$ cat src/lpc_pkg.sv
// Package with commands, states, pin encodings and timing counts of the mobile DDR memory host.
package lpc_pkg;

	// ==========================================================
	// Clock and widths.
	localparam real CK_PERIOD_NS = 25.0;
	localparam int  BANKS        = 4;
	localparam int  DQ_W         = 16;
	localparam int  ADDR_W       = 13;
	localparam int  BURST_LEN    = 4;
	localparam int  WDATA_W      = DQ_W * BURST_LEN;
	localparam int  CNT_W        = 8;

	// Least time to whole cycles, rounded up, never below one cycle.
	function automatic int ns_to_min_cyc(input real t_ns);
		int c;
		c = int'($ceil(t_ns / CK_PERIOD_NS));
		return (c < 1) ? 1 : c;
	endfunction

	// ==========================================================
	// Timing figures as printed, slowest grade taken for each least time.
	localparam real T_RCD_NS   = 22.5;
	localparam real T_RRD_NS   = 15.0;
	localparam real T_RAS_NS   = 45.0;
	localparam real T_WR_NS    = 15.0;
	localparam real T_XSR_NS   = 120.0;
	localparam real T_RFC_NS   = 72.0;
	localparam real T_REFI_US  = 15.6;
	localparam int  T_RP_CK    = 3;
	localparam int  T_WTR_CK   = 2;
	localparam int  T_XP_CK    = 2;
	localparam int  T_CKE_CK   = 1;
	localparam int  T_MRD_CK   = 2;
	localparam int  READ_LATENCY_CYCLES = 3;
	localparam int  T_SRC_CK   = READ_LATENCY_CYCLES + 1;
	localparam int  REF_POSTPONE_MAX = 8;

	// ==========================================================
	// Derived cycle counts.
	localparam int RCD_CYC  = ns_to_min_cyc(T_RCD_NS);
	localparam int RRD_CYC  = ns_to_min_cyc(T_RRD_NS);
	localparam int RAS_CYC  = ns_to_min_cyc(T_RAS_NS);
	localparam int RC_CYC   = RAS_CYC + T_RP_CK;
	localparam int WR_CYC   = ns_to_min_cyc(T_WR_NS);
	localparam int DAL_CYC  = WR_CYC + T_RP_CK;
	localparam int XSR_CYC  = (ns_to_min_cyc(T_XSR_NS) < 2) ? 2 : ns_to_min_cyc(T_XSR_NS);
	localparam int RFC_CYC  = ns_to_min_cyc(T_RFC_NS);
	localparam int REFI_CYC = int'($floor(T_REFI_US * 1000.0 / CK_PERIOD_NS));
	localparam int REFI_W   = 12;

	// ==========================================================
	// Commands taken on the user port.
	typedef enum logic [3:0] {
		CMD_ACT = 4'h0,
		CMD_RD  = 4'h1,
		CMD_WR  = 4'h2,
		CMD_WRA = 4'h3,
		CMD_PRE = 4'h4,
		CMD_REF = 4'h5,
		CMD_MRS = 4'h6,
		CMD_SRR = 4'h7,
		CMD_SRE = 4'h8,
		CMD_SRX = 4'h9,
		CMD_PDE = 4'ha,
		CMD_PDX = 4'hb
	} lpc_cmd_t;

	// Power states of the memory as the host tracks them.
	typedef enum logic [2:0] {
		ST_RUN = 3'h1,
		ST_PD  = 3'h2,
		ST_SR  = 3'h4
	} lpc_state_t;

	// Row, column and write enable pin codes, active low.
	localparam logic [2:0] PIN_NOP = 3'h7;
	localparam logic [2:0] PIN_ACT = 3'h3;
	localparam logic [2:0] PIN_RD  = 3'h5;
	localparam logic [2:0] PIN_WR  = 3'h4;
	localparam logic [2:0] PIN_PRE = 3'h2;
	localparam logic [2:0] PIN_REF = 3'h1;
	localparam logic [2:0] PIN_MRS = 3'h0;
	localparam int         AP_BIT  = 10;

endpackage

$ cat src/lpc_ctl_if.sv
// Interface between the command sequencer and its bank timer and refresh scheduler.
`timescale 1ns/1ps
interface lpc_ctl_if;
	logic       act;
	logic       rd;
	logic       wr;
	logic       wra;
	logic       pre;
	logic       refr;
	logic       sr_active;
	logic [1:0] bank;
	logic [3:0] act_ok;
	logic [3:0] rw_ok;
	logic [3:0] pre_ok;
	logic       ref_due;
	logic       ref_urgent;

	modport seq   (output act, rd, wr, wra, pre, refr, sr_active, bank,
	               input act_ok, rw_ok, pre_ok, ref_due, ref_urgent);
	modport banks (input act, rd, wr, wra, pre, bank, output act_ok, rw_ok, pre_ok);
	modport sched (input refr, sr_active, output ref_due, ref_urgent);
endinterface

$ cat src/lpc_host.sv
// Host-side command sequencer that drives a mobile DDR memory within its timing limits.
//
// Overview of operation
// [RQ1] Activates to one bank are spaced by row-active time plus precharge period.
// [RQ2] A read or write waits the activate-to-access delay after its bank's activate.
// [RQ3] Activates to different banks are spaced by the bank-to-bank delay.
// [RQ4] A read waits the write-to-read delay after the last write data.
// [RQ5] No command follows self-refresh exit before the exit delay.
// [RQ6] No command follows power-down exit before the exit delay.
// [RQ7] Clock enable holds each level for at least its minimum width.
// [RQ8] After a status read, the next command waits read latency plus one.
// [RQ9] The write strobe is driven valid no later than the preamble edge.
// [RQ10] The memory returns first read data read latency cycles after the command.
// [RQ11] Clock frequency changes only while in power-down or self-refresh.
// [RQ12] Auto-precharge write delay is recovery plus precharge, each rounded up.
// [RQ13] The clock runs with at least two pulses during self-refresh exit wait.
// [RQ14] The clock runs with at least one pulse during power-down exit wait.
// [RQ15] Refreshes are postponed by at most eight intervals.
// [RQ16] Nanosecond minimums become rounded-up cycle counts in per-bank, bank-to-bank and command-gap down-counters.
`timescale 1ns/1ps
module lpc_host
	import lpc_pkg::*;
(
	input  wire logic                i_clk_sys,
	input  wire logic                i_sys_rst,
	input  wire logic                i_cmd_valid,
	input  wire logic [3:0]          i_cmd,
	input  wire logic [1:0]          i_bank,
	input  wire logic [ADDR_W-1:0]   i_addr,
	input  wire logic [WDATA_W-1:0]  i_wr_data,
	output logic                     o_cmd_ack,
	output logic                     o_cmd_err,
	output logic                     o_rd_valid,
	output logic [DQ_W-1:0]          o_rd_data,
	output logic                     o_freq_change_ok,
	output logic                     o_mem_cke,
	output logic                     o_mem_cs_n,
	output logic                     o_mem_ras_n,
	output logic                     o_mem_cas_n,
	output logic                     o_mem_we_n,
	output logic [1:0]               o_mem_ba,
	output logic [ADDR_W-1:0]        o_mem_addr,
	input  wire logic [DQ_W-1:0]     i_mem_dq,
	output logic [DQ_W-1:0]          o_mem_dq,
	output logic                     o_mem_dq_oe,
	output logic                     o_mem_dqs,
	output logic                     o_mem_dqs_oe
);

	localparam logic [CNT_W-1:0] LD_XSR  = CNT_W'(XSR_CYC - 1);
	localparam logic [CNT_W-1:0] LD_XP   = CNT_W'(T_XP_CK - 1);
	localparam logic [CNT_W-1:0] LD_SRC  = CNT_W'(T_SRC_CK - 1);
	localparam logic [CNT_W-1:0] LD_MRD  = CNT_W'(T_MRD_CK - 1);
	localparam logic [CNT_W-1:0] LD_RFC  = CNT_W'(RFC_CYC - 1);
	localparam logic [CNT_W-1:0] LD_CKE  = CNT_W'(T_CKE_CK - 1);
	localparam logic [CNT_W-1:0] LD_WTR  = CNT_W'(BURST_LEN + T_WTR_CK - 1);
	localparam logic [CNT_W-1:0] LD_BUSW = CNT_W'(BURST_LEN - 1);
	localparam logic [CNT_W-1:0] LD_BUSR = CNT_W'(READ_LATENCY_CYCLES + BURST_LEN - 1);
	localparam logic [2:0]       WPH_PRE = 3'(BURST_LEN + 1);
	localparam int               RD_TAP  = READ_LATENCY_CYCLES + 2;
	localparam logic [2:0]       RBEATS  = 3'(BURST_LEN - 1);

	lpc_ctl_if ctl ();

	lpc_bank_timer u_bank_timer (
		.i_clk_sys (i_clk_sys),
		.i_sys_rst (i_sys_rst),
		.ctl       (ctl.banks)
	);

	lpc_refresh_sched u_refresh_sched (
		.i_clk_sys (i_clk_sys),
		.i_sys_rst (i_sys_rst),
		.ctl       (ctl.sched)
	);

	// ==========================================================
	// State.
	lpc_state_t          state_r, state_nxt;
	logic [CNT_W-1:0]    gap_r, gap_nxt;
	logic [CNT_W-1:0]    bus_r, bus_nxt;
	logic [CNT_W-1:0]    wtr_r, wtr_nxt;
	logic [CNT_W-1:0]    ckeh_r, ckeh_nxt;
	logic [BANKS-1:0]    open_r, open_nxt;
	logic                ack_r, ack_nxt;
	logic                err_r, err_nxt;
	logic                cke_r, cke_nxt;
	logic [2:0]          pin_r, pin_nxt;
	logic [1:0]          ba_r, ba_nxt;
	logic [ADDR_W-1:0]   addr_r, addr_nxt;
	logic                fok_r, fok_nxt;
	logic [2:0]          wph_r, wph_nxt;
	logic [WDATA_W-1:0]  wdat_r, wdat_nxt;
	logic [DQ_W-1:0]     dq_r, dq_nxt;
	logic                dqoe_r, dqoe_nxt;
	logic                dqs_r, dqs_nxt;
	logic                dqsoe_r, dqsoe_nxt;
	logic [RD_TAP:0]     rpipe_r, rpipe_nxt;
	logic [2:0]          rbeat_r, rbeat_nxt;
	logic [DQ_W-1:0]     dq_s1_r, dq_s2_r;
	logic [DQ_W-1:0]     rdat_r, rdat_nxt;
	logic                rval_r, rval_nxt;

	logic                take, legal, idle_banks, auto_ref;
	logic [1:0]          beat_idx;

	// ==========================================================
	// Command decision and timing counters.
	always_comb begin
		state_nxt = state_r;
		gap_nxt   = (gap_r != '0) ? gap_r - 1'b1 : gap_r;
		bus_nxt   = (bus_r != '0) ? bus_r - 1'b1 : bus_r;
		wtr_nxt   = (wtr_r != '0) ? wtr_r - 1'b1 : wtr_r;
		ckeh_nxt  = (ckeh_r != '0) ? ckeh_r - 1'b1 : ckeh_r;
		open_nxt  = open_r;
		cke_nxt   = cke_r;
		pin_nxt   = PIN_NOP;
		ba_nxt    = ba_r;
		addr_nxt  = addr_r;
		ack_nxt   = 1'b0;
		err_nxt   = 1'b0;
		ctl.act   = 1'b0;
		ctl.rd    = 1'b0;
		ctl.wr    = 1'b0;
		ctl.wra   = 1'b0;
		ctl.pre   = 1'b0;
		ctl.refr  = 1'b0;
		ctl.bank  = i_bank;
		idle_banks = (open_r == '0) && (&ctl.act_ok) && (bus_r == '0);
		take      = i_cmd_valid && !ack_r && (gap_r == '0);
		legal     = 1'b1;
		auto_ref  = 1'b0;
		if (state_r == ST_RUN) begin
			case (lpc_cmd_t'(i_cmd))
				CMD_ACT: begin
					legal = !open_r[i_bank];
					take  = take && ctl.act_ok[i_bank] && !ctl.ref_urgent; // [RQ1] [RQ3] [RQ15]
				end
				CMD_RD, CMD_SRR: begin
					legal = open_r[i_bank];
					take  = take && ctl.rw_ok[i_bank] && (bus_r == '0) && (wtr_r == '0); // [RQ2] [RQ4]
				end
				CMD_WR, CMD_WRA: begin
					legal = open_r[i_bank];
					take  = take && ctl.rw_ok[i_bank] && (bus_r == '0); // [RQ2]
				end
				CMD_PRE: begin
					legal = open_r[i_bank];
					take  = take && ctl.pre_ok[i_bank];
				end
				CMD_REF, CMD_MRS, CMD_SRE: begin
					take  = take && idle_banks && (ckeh_r == '0);
				end
				CMD_PDE: begin
					take  = take && (bus_r == '0) && (wtr_r == '0) && (ckeh_r == '0); // [RQ7]
				end
				default: begin
					legal = 1'b0;
				end
			endcase
			auto_ref = ctl.ref_due && idle_banks && (gap_r == '0) && !ack_r && (ckeh_r == '0)
			           && (!i_cmd_valid || ctl.ref_urgent || (lpc_cmd_t'(i_cmd) == CMD_PDE));
		end else begin
			legal = ((state_r == ST_PD) && (lpc_cmd_t'(i_cmd) == CMD_PDX)) ||
			        ((state_r == ST_SR) && (lpc_cmd_t'(i_cmd) == CMD_SRX));
			take  = take && (ckeh_r == '0); // [RQ7]
		end
		if (i_cmd_valid && !ack_r && !legal) begin
			ack_nxt = 1'b1;
			err_nxt = 1'b1;
		end else if (auto_ref) begin
			// Owed refresh goes first while the banks are closed, unless a request is refused or a non-urgent request other than power-down entry waits.
			pin_nxt  = PIN_REF;
			gap_nxt  = LD_RFC;
			ctl.refr = 1'b1; // [RQ15]
		end else if (take) begin
			ack_nxt  = 1'b1;
			ba_nxt   = i_bank;
			addr_nxt = i_addr;
			case (lpc_cmd_t'(i_cmd))
				CMD_ACT: begin
					pin_nxt = PIN_ACT;
					ctl.act = 1'b1;
					open_nxt[i_bank] = 1'b1;
				end
				CMD_RD, CMD_SRR: begin
					pin_nxt  = PIN_RD;
					addr_nxt[AP_BIT] = 1'b0;
					ctl.rd   = 1'b1;
					bus_nxt  = LD_BUSR;
					if (lpc_cmd_t'(i_cmd) == CMD_SRR) begin
						gap_nxt = LD_SRC; // [RQ8]
					end
				end
				CMD_WR, CMD_WRA: begin
					pin_nxt  = PIN_WR;
					addr_nxt[AP_BIT] = (lpc_cmd_t'(i_cmd) == CMD_WRA);
					ctl.wr   = (lpc_cmd_t'(i_cmd) == CMD_WR);
					ctl.wra  = (lpc_cmd_t'(i_cmd) == CMD_WRA);
					bus_nxt  = LD_BUSW;
					wtr_nxt  = LD_WTR; // [RQ4]
					if (lpc_cmd_t'(i_cmd) == CMD_WRA) begin
						open_nxt[i_bank] = 1'b0;
					end
				end
				CMD_PRE: begin
					pin_nxt = PIN_PRE;
					addr_nxt[AP_BIT] = 1'b0;
					ctl.pre = 1'b1;
					open_nxt[i_bank] = 1'b0;
				end
				CMD_REF: begin
					pin_nxt  = PIN_REF;
					gap_nxt  = LD_RFC;
					ctl.refr = 1'b1;
				end
				CMD_MRS: begin
					pin_nxt = PIN_MRS;
					gap_nxt = LD_MRD;
				end
				CMD_SRE: begin
					pin_nxt   = PIN_REF;
					cke_nxt   = 1'b0;
					ckeh_nxt  = LD_CKE; // [RQ7]
					state_nxt = ST_SR;
				end
				CMD_PDE: begin
					cke_nxt   = 1'b0;
					ckeh_nxt  = LD_CKE; // [RQ7]
					state_nxt = ST_PD;
				end
				CMD_PDX: begin
					cke_nxt   = 1'b1;
					ckeh_nxt  = LD_CKE;
					gap_nxt   = LD_XP; // [RQ6] [RQ14]
					state_nxt = ST_RUN;
				end
				default: begin
					cke_nxt   = 1'b1;
					ckeh_nxt  = LD_CKE;
					gap_nxt   = LD_XSR; // [RQ5] [RQ13]
					state_nxt = ST_RUN;
				end
			endcase
		end
		// Frequency may change only while the memory sleeps with clock enable low.
		fok_nxt = (state_nxt != ST_RUN) && (ckeh_nxt == '0); // [RQ11]
		ctl.sr_active = (state_r == ST_SR);
	end

	// ==========================================================
	// Write burst and read capture paths.
	always_comb begin
		wph_nxt  = (wph_r != '0) ? wph_r - 1'b1 : wph_r;
		wdat_nxt = wdat_r;
		if (ctl.wr || ctl.wra) begin
			wph_nxt  = WPH_PRE;
			wdat_nxt = i_wr_data;
		end
		beat_idx  = 2'(WPH_PRE - 3'h1 - wph_nxt);
		dqsoe_nxt = (wph_nxt != '0); // [RQ9]
		dqoe_nxt  = (wph_nxt != '0) && (wph_nxt != WPH_PRE);
		dqs_nxt   = dqoe_nxt && !beat_idx[0];
		dq_nxt    = dqoe_nxt ? wdat_r[beat_idx*DQ_W +: DQ_W] : '0;
		// First beat reaches the second sync stage read latency plus two after the command.
		rpipe_nxt = {rpipe_r[RD_TAP-1:0], ctl.rd}; // [RQ10]
		rbeat_nxt = (rbeat_r != '0) ? rbeat_r - 1'b1 : rbeat_r;
		rval_nxt  = 1'b0;
		rdat_nxt  = rdat_r;
		if (rpipe_r[RD_TAP] || (rbeat_r != '0)) begin
			rval_nxt = 1'b1;
			rdat_nxt = dq_s2_r;
			if (rpipe_r[RD_TAP]) begin
				rbeat_nxt = RBEATS;
			end
		end
	end

	// ==========================================================
	// Registers.
	always_ff @(posedge i_clk_sys) begin
		dq_s1_r <= i_mem_dq;
		dq_s2_r <= dq_s1_r;
		if (i_sys_rst) begin
			state_r <= ST_RUN;
			gap_r   <= '0;
			bus_r   <= '0;
			wtr_r   <= '0;
			ckeh_r  <= '0;
			open_r  <= '0;
			ack_r   <= 1'b0;
			err_r   <= 1'b0;
			cke_r   <= 1'b1;
			pin_r   <= PIN_NOP;
			ba_r    <= '0;
			addr_r  <= '0;
			fok_r   <= 1'b0;
			wph_r   <= '0;
			wdat_r  <= '0;
			dq_r    <= '0;
			dqoe_r  <= 1'b0;
			dqs_r   <= 1'b0;
			dqsoe_r <= 1'b0;
			rpipe_r <= '0;
			rbeat_r <= '0;
			rdat_r  <= '0;
			rval_r  <= 1'b0;
		end else begin
			state_r <= state_nxt;
			gap_r   <= gap_nxt;
			bus_r   <= bus_nxt;
			wtr_r   <= wtr_nxt;
			ckeh_r  <= ckeh_nxt;
			open_r  <= open_nxt;
			ack_r   <= ack_nxt;
			err_r   <= err_nxt;
			cke_r   <= cke_nxt;
			pin_r   <= pin_nxt;
			ba_r    <= ba_nxt;
			addr_r  <= addr_nxt;
			fok_r   <= fok_nxt;
			wph_r   <= wph_nxt;
			wdat_r  <= wdat_nxt;
			dq_r    <= dq_nxt;
			dqoe_r  <= dqoe_nxt;
			dqs_r   <= dqs_nxt;
			dqsoe_r <= dqsoe_nxt;
			rpipe_r <= rpipe_nxt;
			rbeat_r <= rbeat_nxt;
			rdat_r  <= rdat_nxt;
			rval_r  <= rval_nxt;
		end
	end

	// Outputs come straight from flip-flops, except chip select, which is tied low.
	assign o_cmd_ack        = ack_r;
	assign o_cmd_err        = err_r;
	assign o_rd_valid       = rval_r;
	assign o_rd_data        = rdat_r;
	assign o_freq_change_ok = fok_r;
	assign o_mem_cke        = cke_r;
	assign o_mem_cs_n       = 1'b0;
	assign o_mem_ras_n      = pin_r[2];
	assign o_mem_cas_n      = pin_r[1];
	assign o_mem_we_n       = pin_r[0];
	assign o_mem_ba         = ba_r;
	assign o_mem_addr       = addr_r;
	assign o_mem_dq         = dq_r;
	assign o_mem_dq_oe      = dqoe_r;
	assign o_mem_dqs        = dqs_r;
	assign o_mem_dqs_oe     = dqsoe_r;

endmodule

$ cat src/lpc_bank_timer.sv
// Per-bank down-counters that space activate, read, write and precharge commands.
`timescale 1ns/1ps
module lpc_bank_timer
	import lpc_pkg::*;
(
	input  wire logic i_clk_sys,
	input  wire logic i_sys_rst,
	lpc_ctl_if.banks  ctl
);

	localparam logic [CNT_W-1:0] LD_RC   = CNT_W'(RC_CYC - 1);
	localparam logic [CNT_W-1:0] LD_RP   = CNT_W'(T_RP_CK - 1);
	localparam logic [CNT_W-1:0] LD_DAL  = CNT_W'(BURST_LEN + DAL_CYC - 1);
	localparam logic [CNT_W-1:0] LD_RCD  = CNT_W'(RCD_CYC - 1);
	localparam logic [CNT_W-1:0] LD_RAS  = CNT_W'(RAS_CYC - 1);
	localparam logic [CNT_W-1:0] LD_WREC = CNT_W'(BURST_LEN + WR_CYC - 1);
	localparam logic [CNT_W-1:0] LD_RRD  = CNT_W'(RRD_CYC - 1);

	logic [CNT_W-1:0] rrd_r;
	logic [CNT_W-1:0] rrd_nxt;

	// ==========================================================
	// Activate to activate spacing across banks.
	always_comb begin
		rrd_nxt = (rrd_r != '0) ? rrd_r - 1'b1 : rrd_r;
		if (ctl.act) begin
			rrd_nxt = LD_RRD; // [RQ3]
		end
	end

	always_ff @(posedge i_clk_sys) begin
		if (i_sys_rst) begin
			rrd_r <= '0;
		end else begin
			rrd_r <= rrd_nxt;
		end
	end

	// ==========================================================
	// One set of counters per bank.
	for (genvar b = 0; b < BANKS; b++) begin : g_bank
		logic [CNT_W-1:0] act_r, act_nxt;
		logic [CNT_W-1:0] rcd_r, rcd_nxt;
		logic [CNT_W-1:0] ras_r, ras_nxt;
		logic             hit;

		// Each counter holds off the dependent command until it reaches zero.
		always_comb begin
			hit     = (ctl.bank == 2'(b));
			act_nxt = (act_r != '0) ? act_r - 1'b1 : act_r;
			rcd_nxt = (rcd_r != '0) ? rcd_r - 1'b1 : rcd_r;
			ras_nxt = (ras_r != '0) ? ras_r - 1'b1 : ras_r;
			if (hit && ctl.act) begin
				act_nxt = LD_RC;   // [RQ1] [RQ16]
				rcd_nxt = LD_RCD;  // [RQ2] [RQ16]
				ras_nxt = LD_RAS;
			end else if (hit && ctl.pre) begin
				act_nxt = (act_nxt > LD_RP) ? act_nxt : LD_RP; // [RQ1]
			end else if (hit && ctl.wra) begin
				act_nxt = (act_nxt > LD_DAL) ? act_nxt : LD_DAL; // [RQ12]
			end else if (hit && ctl.wr) begin
				ras_nxt = (ras_nxt > LD_WREC) ? ras_nxt : LD_WREC;
			end
		end

		always_ff @(posedge i_clk_sys) begin
			if (i_sys_rst) begin
				act_r <= '0;
				rcd_r <= '0;
				ras_r <= '0;
			end else begin
				act_r <= act_nxt;
				rcd_r <= rcd_nxt;
				ras_r <= ras_nxt;
			end
		end

		assign ctl.act_ok[b] = (act_r == '0) && (rrd_r == '0);
		assign ctl.rw_ok[b]  = (rcd_r == '0);
		assign ctl.pre_ok[b] = (ras_r == '0);
	end

endmodule

$ cat src/lpc_refresh_sched.sv
// Refresh interval timer that counts owed refresh commands up to the postpone limit.
`timescale 1ns/1ps
module lpc_refresh_sched
	import lpc_pkg::*;
(
	input  wire logic i_clk_sys,
	input  wire logic i_sys_rst,
	lpc_ctl_if.sched  ctl
);

	localparam logic [REFI_W-1:0] LD_REFI = REFI_W'(REFI_CYC - 1);
	localparam logic [3:0]        OWE_MAX = 4'(REF_POSTPONE_MAX);

	logic [REFI_W-1:0] tick_r;
	logic [REFI_W-1:0] tick_nxt;
	logic [3:0]        owed_r;
	logic [3:0]        owed_nxt;

	// ==========================================================
	// Interval timer; self-refresh makes owed refreshes void.
	always_comb begin
		tick_nxt = (tick_r != '0) ? tick_r - 1'b1 : LD_REFI;
		owed_nxt = owed_r;
		if (ctl.sr_active) begin
			tick_nxt = LD_REFI;
			owed_nxt = '0;
		end else begin
			if ((tick_r == '0) && (owed_nxt != OWE_MAX)) begin
				owed_nxt = owed_nxt + 1'b1;
			end
			if (ctl.refr && (owed_nxt != '0)) begin
				owed_nxt = owed_nxt - 1'b1;
			end
		end
	end

	always_ff @(posedge i_clk_sys) begin
		if (i_sys_rst) begin
			tick_r <= LD_REFI;
			owed_r <= '0;
		end else begin
			tick_r <= tick_nxt;
			owed_r <= owed_nxt;
		end
	end

	assign ctl.ref_due    = (owed_r != '0);
	assign ctl.ref_urgent = (owed_r == OWE_MAX); // [RQ15]

endmodule

$ cat config.mk
export PLATFORM = sky130hd
export DESIGN_NAME = lpc_host
export DESIGN_NICKNAME = d
export VERILOG_FILES = /design/src/lpc_pkg.sv /design/src/lpc_ctl_if.sv /design/src/lpc_host.sv /design/src/lpc_bank_timer.sv /design/src/lpc_refresh_sched.sv
export SDC_FILE = /design/constraint.sdc
export NUM_CORES = 1
export LEC_CHECK = 0
export BUFFER_PORTS_ARGS = -buffer_cell sky130_fd_sc_hd__buf_2
export CAP_MARGIN = 20
export CORE_MARGIN = 2
export CORE_UTILIZATION = 35
export CTS_CLUSTER_DIAMETER = 40
export DETAILED_ROUTE_END_ITERATION = 8
export GPL_TIMING_DRIVEN = 0
export SYNTH_ARGS = -nofsm -noshare
export SYNTH_HDL_FRONTEND = slang
export SYNTH_HIERARCHICAL = 1
export SYNTH_SLANG_ARGS = --single-unit
$ cat constraint.sdc
create_clock -name i_clk_sys -period 9.18 [get_ports i_clk_sys]
set_clock_uncertainty 0.05 [all_clocks]
set_input_delay 0.459 -clock i_clk_sys [delete_from_list [all_inputs] [get_ports i_clk_sys]]
set_output_delay 0.459 -clock i_clk_sys [all_outputs]
set_load 0.02 [all_outputs]
==> results.yml <==
outcome:
  outcome: "finished, final reports clean"
sta:
  tightest_slew_ns: 0.9266
  finalWorstPathRequiredPeriod_ns: 6.124
  rsz0062_at_grt: "no"
  hold_viol: 0
  worst_hold_slack_ns: 0.05688
  finalCritPeriodShare_pct: 66.71
  setup_tns_ns: 0
  clock.fmax_mhz: 163.3
  max-slew-margin-rel_pct: 38.09
  finalSetupViolCount: 0
  drv_slew: 0
detailed_routing:
  post_drt_wl_per_cell_um: 15.25
  detail_route.first_pass.iterations: 5
  remaining_antenna_violation_count_after_routing: 0
  drt_drc_violations_left: 0
  routed-via-count: 13090
  dr.first_iter.drc_count: 988
  total_routed_wirelength_um: 39370
  route.detailed.vias_per_inst: 5.072
critical_path:
  critical-path-top-cell-by-count: "sky130_fd_sc_hd__clkbuf_1"
  arrival_ns: 6.55
  end_kind: "register"
  worst_path_max_delay_cell: "sky130_fd_sc_hd__nor4_2"
  critPathMaxFanout: 10
  critical-path-max-stage-delay_ns: 0.61
  criticalPathCategory: "register to register"
  critical_path_launch_point_type: "register"
  timing.critical_path.cells: "clkbuf_1, inv_1, ha_1, nor4b_2, nand2_1, nor2_1, mux4_2, nand4b_1, mux2i_1, nor4_2, or4_1, buf_2, buf_1, nand2_1, ha_1, clkbuf_1, clkbuf_1, mux4_2, nor2b_1"
  crit_required_ns: 9.60
power_and_ir_drop:
  power.static_leakage_nw: 7.414
  pwr_density_cell_nw_per_um2: 355.8
  vdd_ir_drop_max_v: 0.0001754
logic_synthesis:
  synth-async-reset-ratio_pct: 0
  synth-adder-area-share_pct: 3.501
  ys_seq_elements: 325
  synthSimpleGateAreaFrac_pct: 26.04
  yosys_most_used_dff: "sky130_fd_sc_hd__dfxtp_1"
  synthMuxAreaShare_pct: 4.785
  synth_area_in_compound_gates_pct: 12.58
  synth.cell_area_sq_um: 15010
  syn-num-nets: 1908
  yosys_warnings: 6
  post_synth_xor_area_fraction_pct: 5.718
  synth_top_family_by_area: "simple AND/OR/NAND/NOR gates"
  synthesis.instances: 1764
  yosys.cell_types.count: 85
  edff_count_synth: 0
  synth-seq-area-share_pct: 43.34
  syn-mean-instance-area_sq_um: 8.509
floorplan:
  floorplan.die.height_um: 211.1
  starting_density_of_the_core_pct: 35.63
  dieWidth_um: 211.1
  design.die.area_sq_um: 44560
  ios: 161
  core_area_sq_um: 42130
  core.rowCount: 75
cts:
  cts.reportedPaths.clkPinSlew_ns: 0.06
  cts.htree.levels: 2
  cts_buffers: 53
  clockRootBuffer: "sky130_fd_sc_hd__clkbuf_16"
  resize_count_post_cts: 0
  cts_tree: "done"
  cts_buffer_depth: 3
  cts_hold_buffers: 16
  clkLatencyLatePin_ns: 0.60
  postCtsSetupBuffers: 0
  cts_num_sinks: 325
placed_design:
  placement.io_buffers: 158
  place_congestion: 0.8770
  dpl.cell_count: 2462
  dp_hpwl_um: 28220
final_layout:
  final_net_count: 2138
  instances_no_fill: 2581
  area.growth.synth_to_final_pct: 23.20
  layout_cell_share_with_drive_strength_beyond_1_pct: 15.89
global_routing:
  global_route.overflow_total: 0
  grt_first_pass_wirelength_um: 63440
  grt_start_max_net_pins: 15
  grt_antenna_before_repair: 6
  gr-usage-all-layers_pct: 17.46
  grt_pass1_vias: 12750
hold_path:
  min-delay-path-class: "input pin to register"
run:
  cap_viol_max_count: 0
==> report_power, final <==
part           leakage, nW  internal [W]  switching (W)  total (W)
clock                0.885       0.00126       0.000769    0.00203
sequential            2.67       0.00173       0.000273    0.00200
combinational         3.86       0.00108        0.00147    0.00255
total                 7.41       0.00407        0.00251    0.00658
==> routing by layer <==
metal / global-route usage [%] / wire length (um)
met1: 22.85 / 18070
met2: 28.19 / 18210
met3: 3.583 / 2020
met4: 6.897 / 1072
met5: 0 / 0
==> registers in the layout, indices dropped and copies added (netlist names), 12 cells and up, named ones only <==
name,flops
o_rd_data,16
dq_s2_r,16
wdat_r,64
u_bank_timer/g_bank.rcd_r,32
o_mem_addr,13
u_refresh_sched/tick_r,12
o_mem_dq,16
u_bank_timer/g_bank.ras_r,32
dq_s1_r,16
u_bank_timer/g_bank.act_r,32
==> synthesized netlist by cell type, drive strengths merged (5+ instances only) <==
cell	number	area share [%]
mux2i	24	1.7
nand3	22	0.73
dfxtp	325	43
or2	13	0.54
o22ai	5	0.21
nor4b	10	0.63
and2	7	0.29
nor3b	13	0.65
a21oi	160	5.3
a2111oi	8	0.73
or3	17	0.71
nor2	194	4.9
nand2	282	7.1
nand2b	32	1.4
xnor2	60	3.5
mux4	19	2.9
clkbuf	70	1.8
o31ai	6	0.30
inv	75	1.9
or3b	7	0.41
nand4	13	0.54
o21ai	28	0.93
nor3	67	2.2
nand3b	13	0.65
a31oi	17	0.85
ha	42	3.5
a211oi	15	0.75
and3	9	0.38
or4	25	1.3
xor2	38	2.2
buf	10	0.36
nor2b	43	1.8
nor4	20	1.1
==> final cells by class <==
type | count | area [sq um]
Inverter | 75 | 284.0
Antenna cell | 3 | 7.507
Multi-Input combinational cell | 1284 | 7903
Tap cell | 539 | 674.4
Timing Repair Buffer | 175 | 955.9
Sequential cell | 325 | 6506
Clock inverter | 40 | 451.7
Clock buffer | 60 | 1393
Fill cell | 4079 | 23640
Buffer | 80 | 317.8
==> kinds of logic (layout without fill, tap and decap cells) <==
logic type	count (synthesis)	count (layout)
AOI/OAI and AO/OA	298	298
xor gates and xnor gates	98	98
adders and majority gates	42	42
buffers and inverters	155	430
DFF	325	325
muxes	46	46
other	1	4
and+or+nand+nor	799	799
==> critical path, delay by kind of cell (launching register included) <==
family	cells	cell delay, ns
DFF	1	0.30
muxes	3	1.02
adders and majority gates	2	0.59
buffers and inverters	6	2.12
and+or+nand+nor	8	1.93
==> final timing paths <==
path / start / endpoint / slack (ns) / cells past startpoint
max: u_bank_timer/g_bank[3].act_r[0] / o_mem_dq[10] / 3.06 / 19
min: i_wr_data[55] / wdat_r[55] / 0.06 / 3
max reg2reg: u_bank_timer/g_bank[3].act_r[0] / o_mem_dq[10] / 3.06 / 19
min reg2reg: dq_s1_r[7] / dq_s2_r[7] / 0.27 / 0
==> cells in the final DEF, fill, tap and decap left out, types with 12 or more instances in the layout <==
master,n
sky130_fd_sc_hd__inv_1,74
sky130_fd_sc_hd__mux4_2,19
sky130_fd_sc_hd__nand4_1,13
sky130_fd_sc_hd__nand2b_1,31
sky130_fd_sc_hd__a31oi_1,15
sky130_fd_sc_hd__nand3_1,22
sky130_fd_sc_hd__dlygate4sd3_1,16
sky130_fd_sc_hd__or2_2,12
sky130_fd_sc_hd__o21ai_0,28
sky130_fd_sc_hd__a211oi_1,15
sky130_fd_sc_hd__nor2b_1,43
sky130_fd_sc_hd__nand3b_1,13
sky130_fd_sc_hd__ha_1,42
sky130_fd_sc_hd__nor3b_1,13
sky130_fd_sc_hd__nand2_1,282
sky130_fd_sc_hd__or3_1,17
sky130_fd_sc_hd__nor4_1,16
sky130_fd_sc_hd__a21oi_1,160
sky130_fd_sc_hd__clkbuf_1,72
sky130_fd_sc_hd__xnor2_1,60
sky130_fd_sc_hd__buf_2,163
sky130_fd_sc_hd__clkbuf_16,53
sky130_fd_sc_hd__nor3_1,67
sky130_fd_sc_hd__or4_1,25
sky130_fd_sc_hd__mux2i_1,23
sky130_fd_sc_hd__dfxtp_1,325
sky130_fd_sc_hd__xor2_1,38
sky130_fd_sc_hd__nor2_1,194
==> metrics by stage <==
step	cell area, sq um	util [%]	power, W	worst slack, ns
floorplan	15010	-	0.003984	4.469
global placement	16480	39.10	0.004483	3.044
detailed placement	16480	39.12	0.004543	3.068
CTS	18490	43.87	0.006618	3.081
global route	18490	43.89	0.007069	2.602
finish	18490	43.89	0.006579	3.056
No activity file was read; power rests on OpenSTA's default activity.
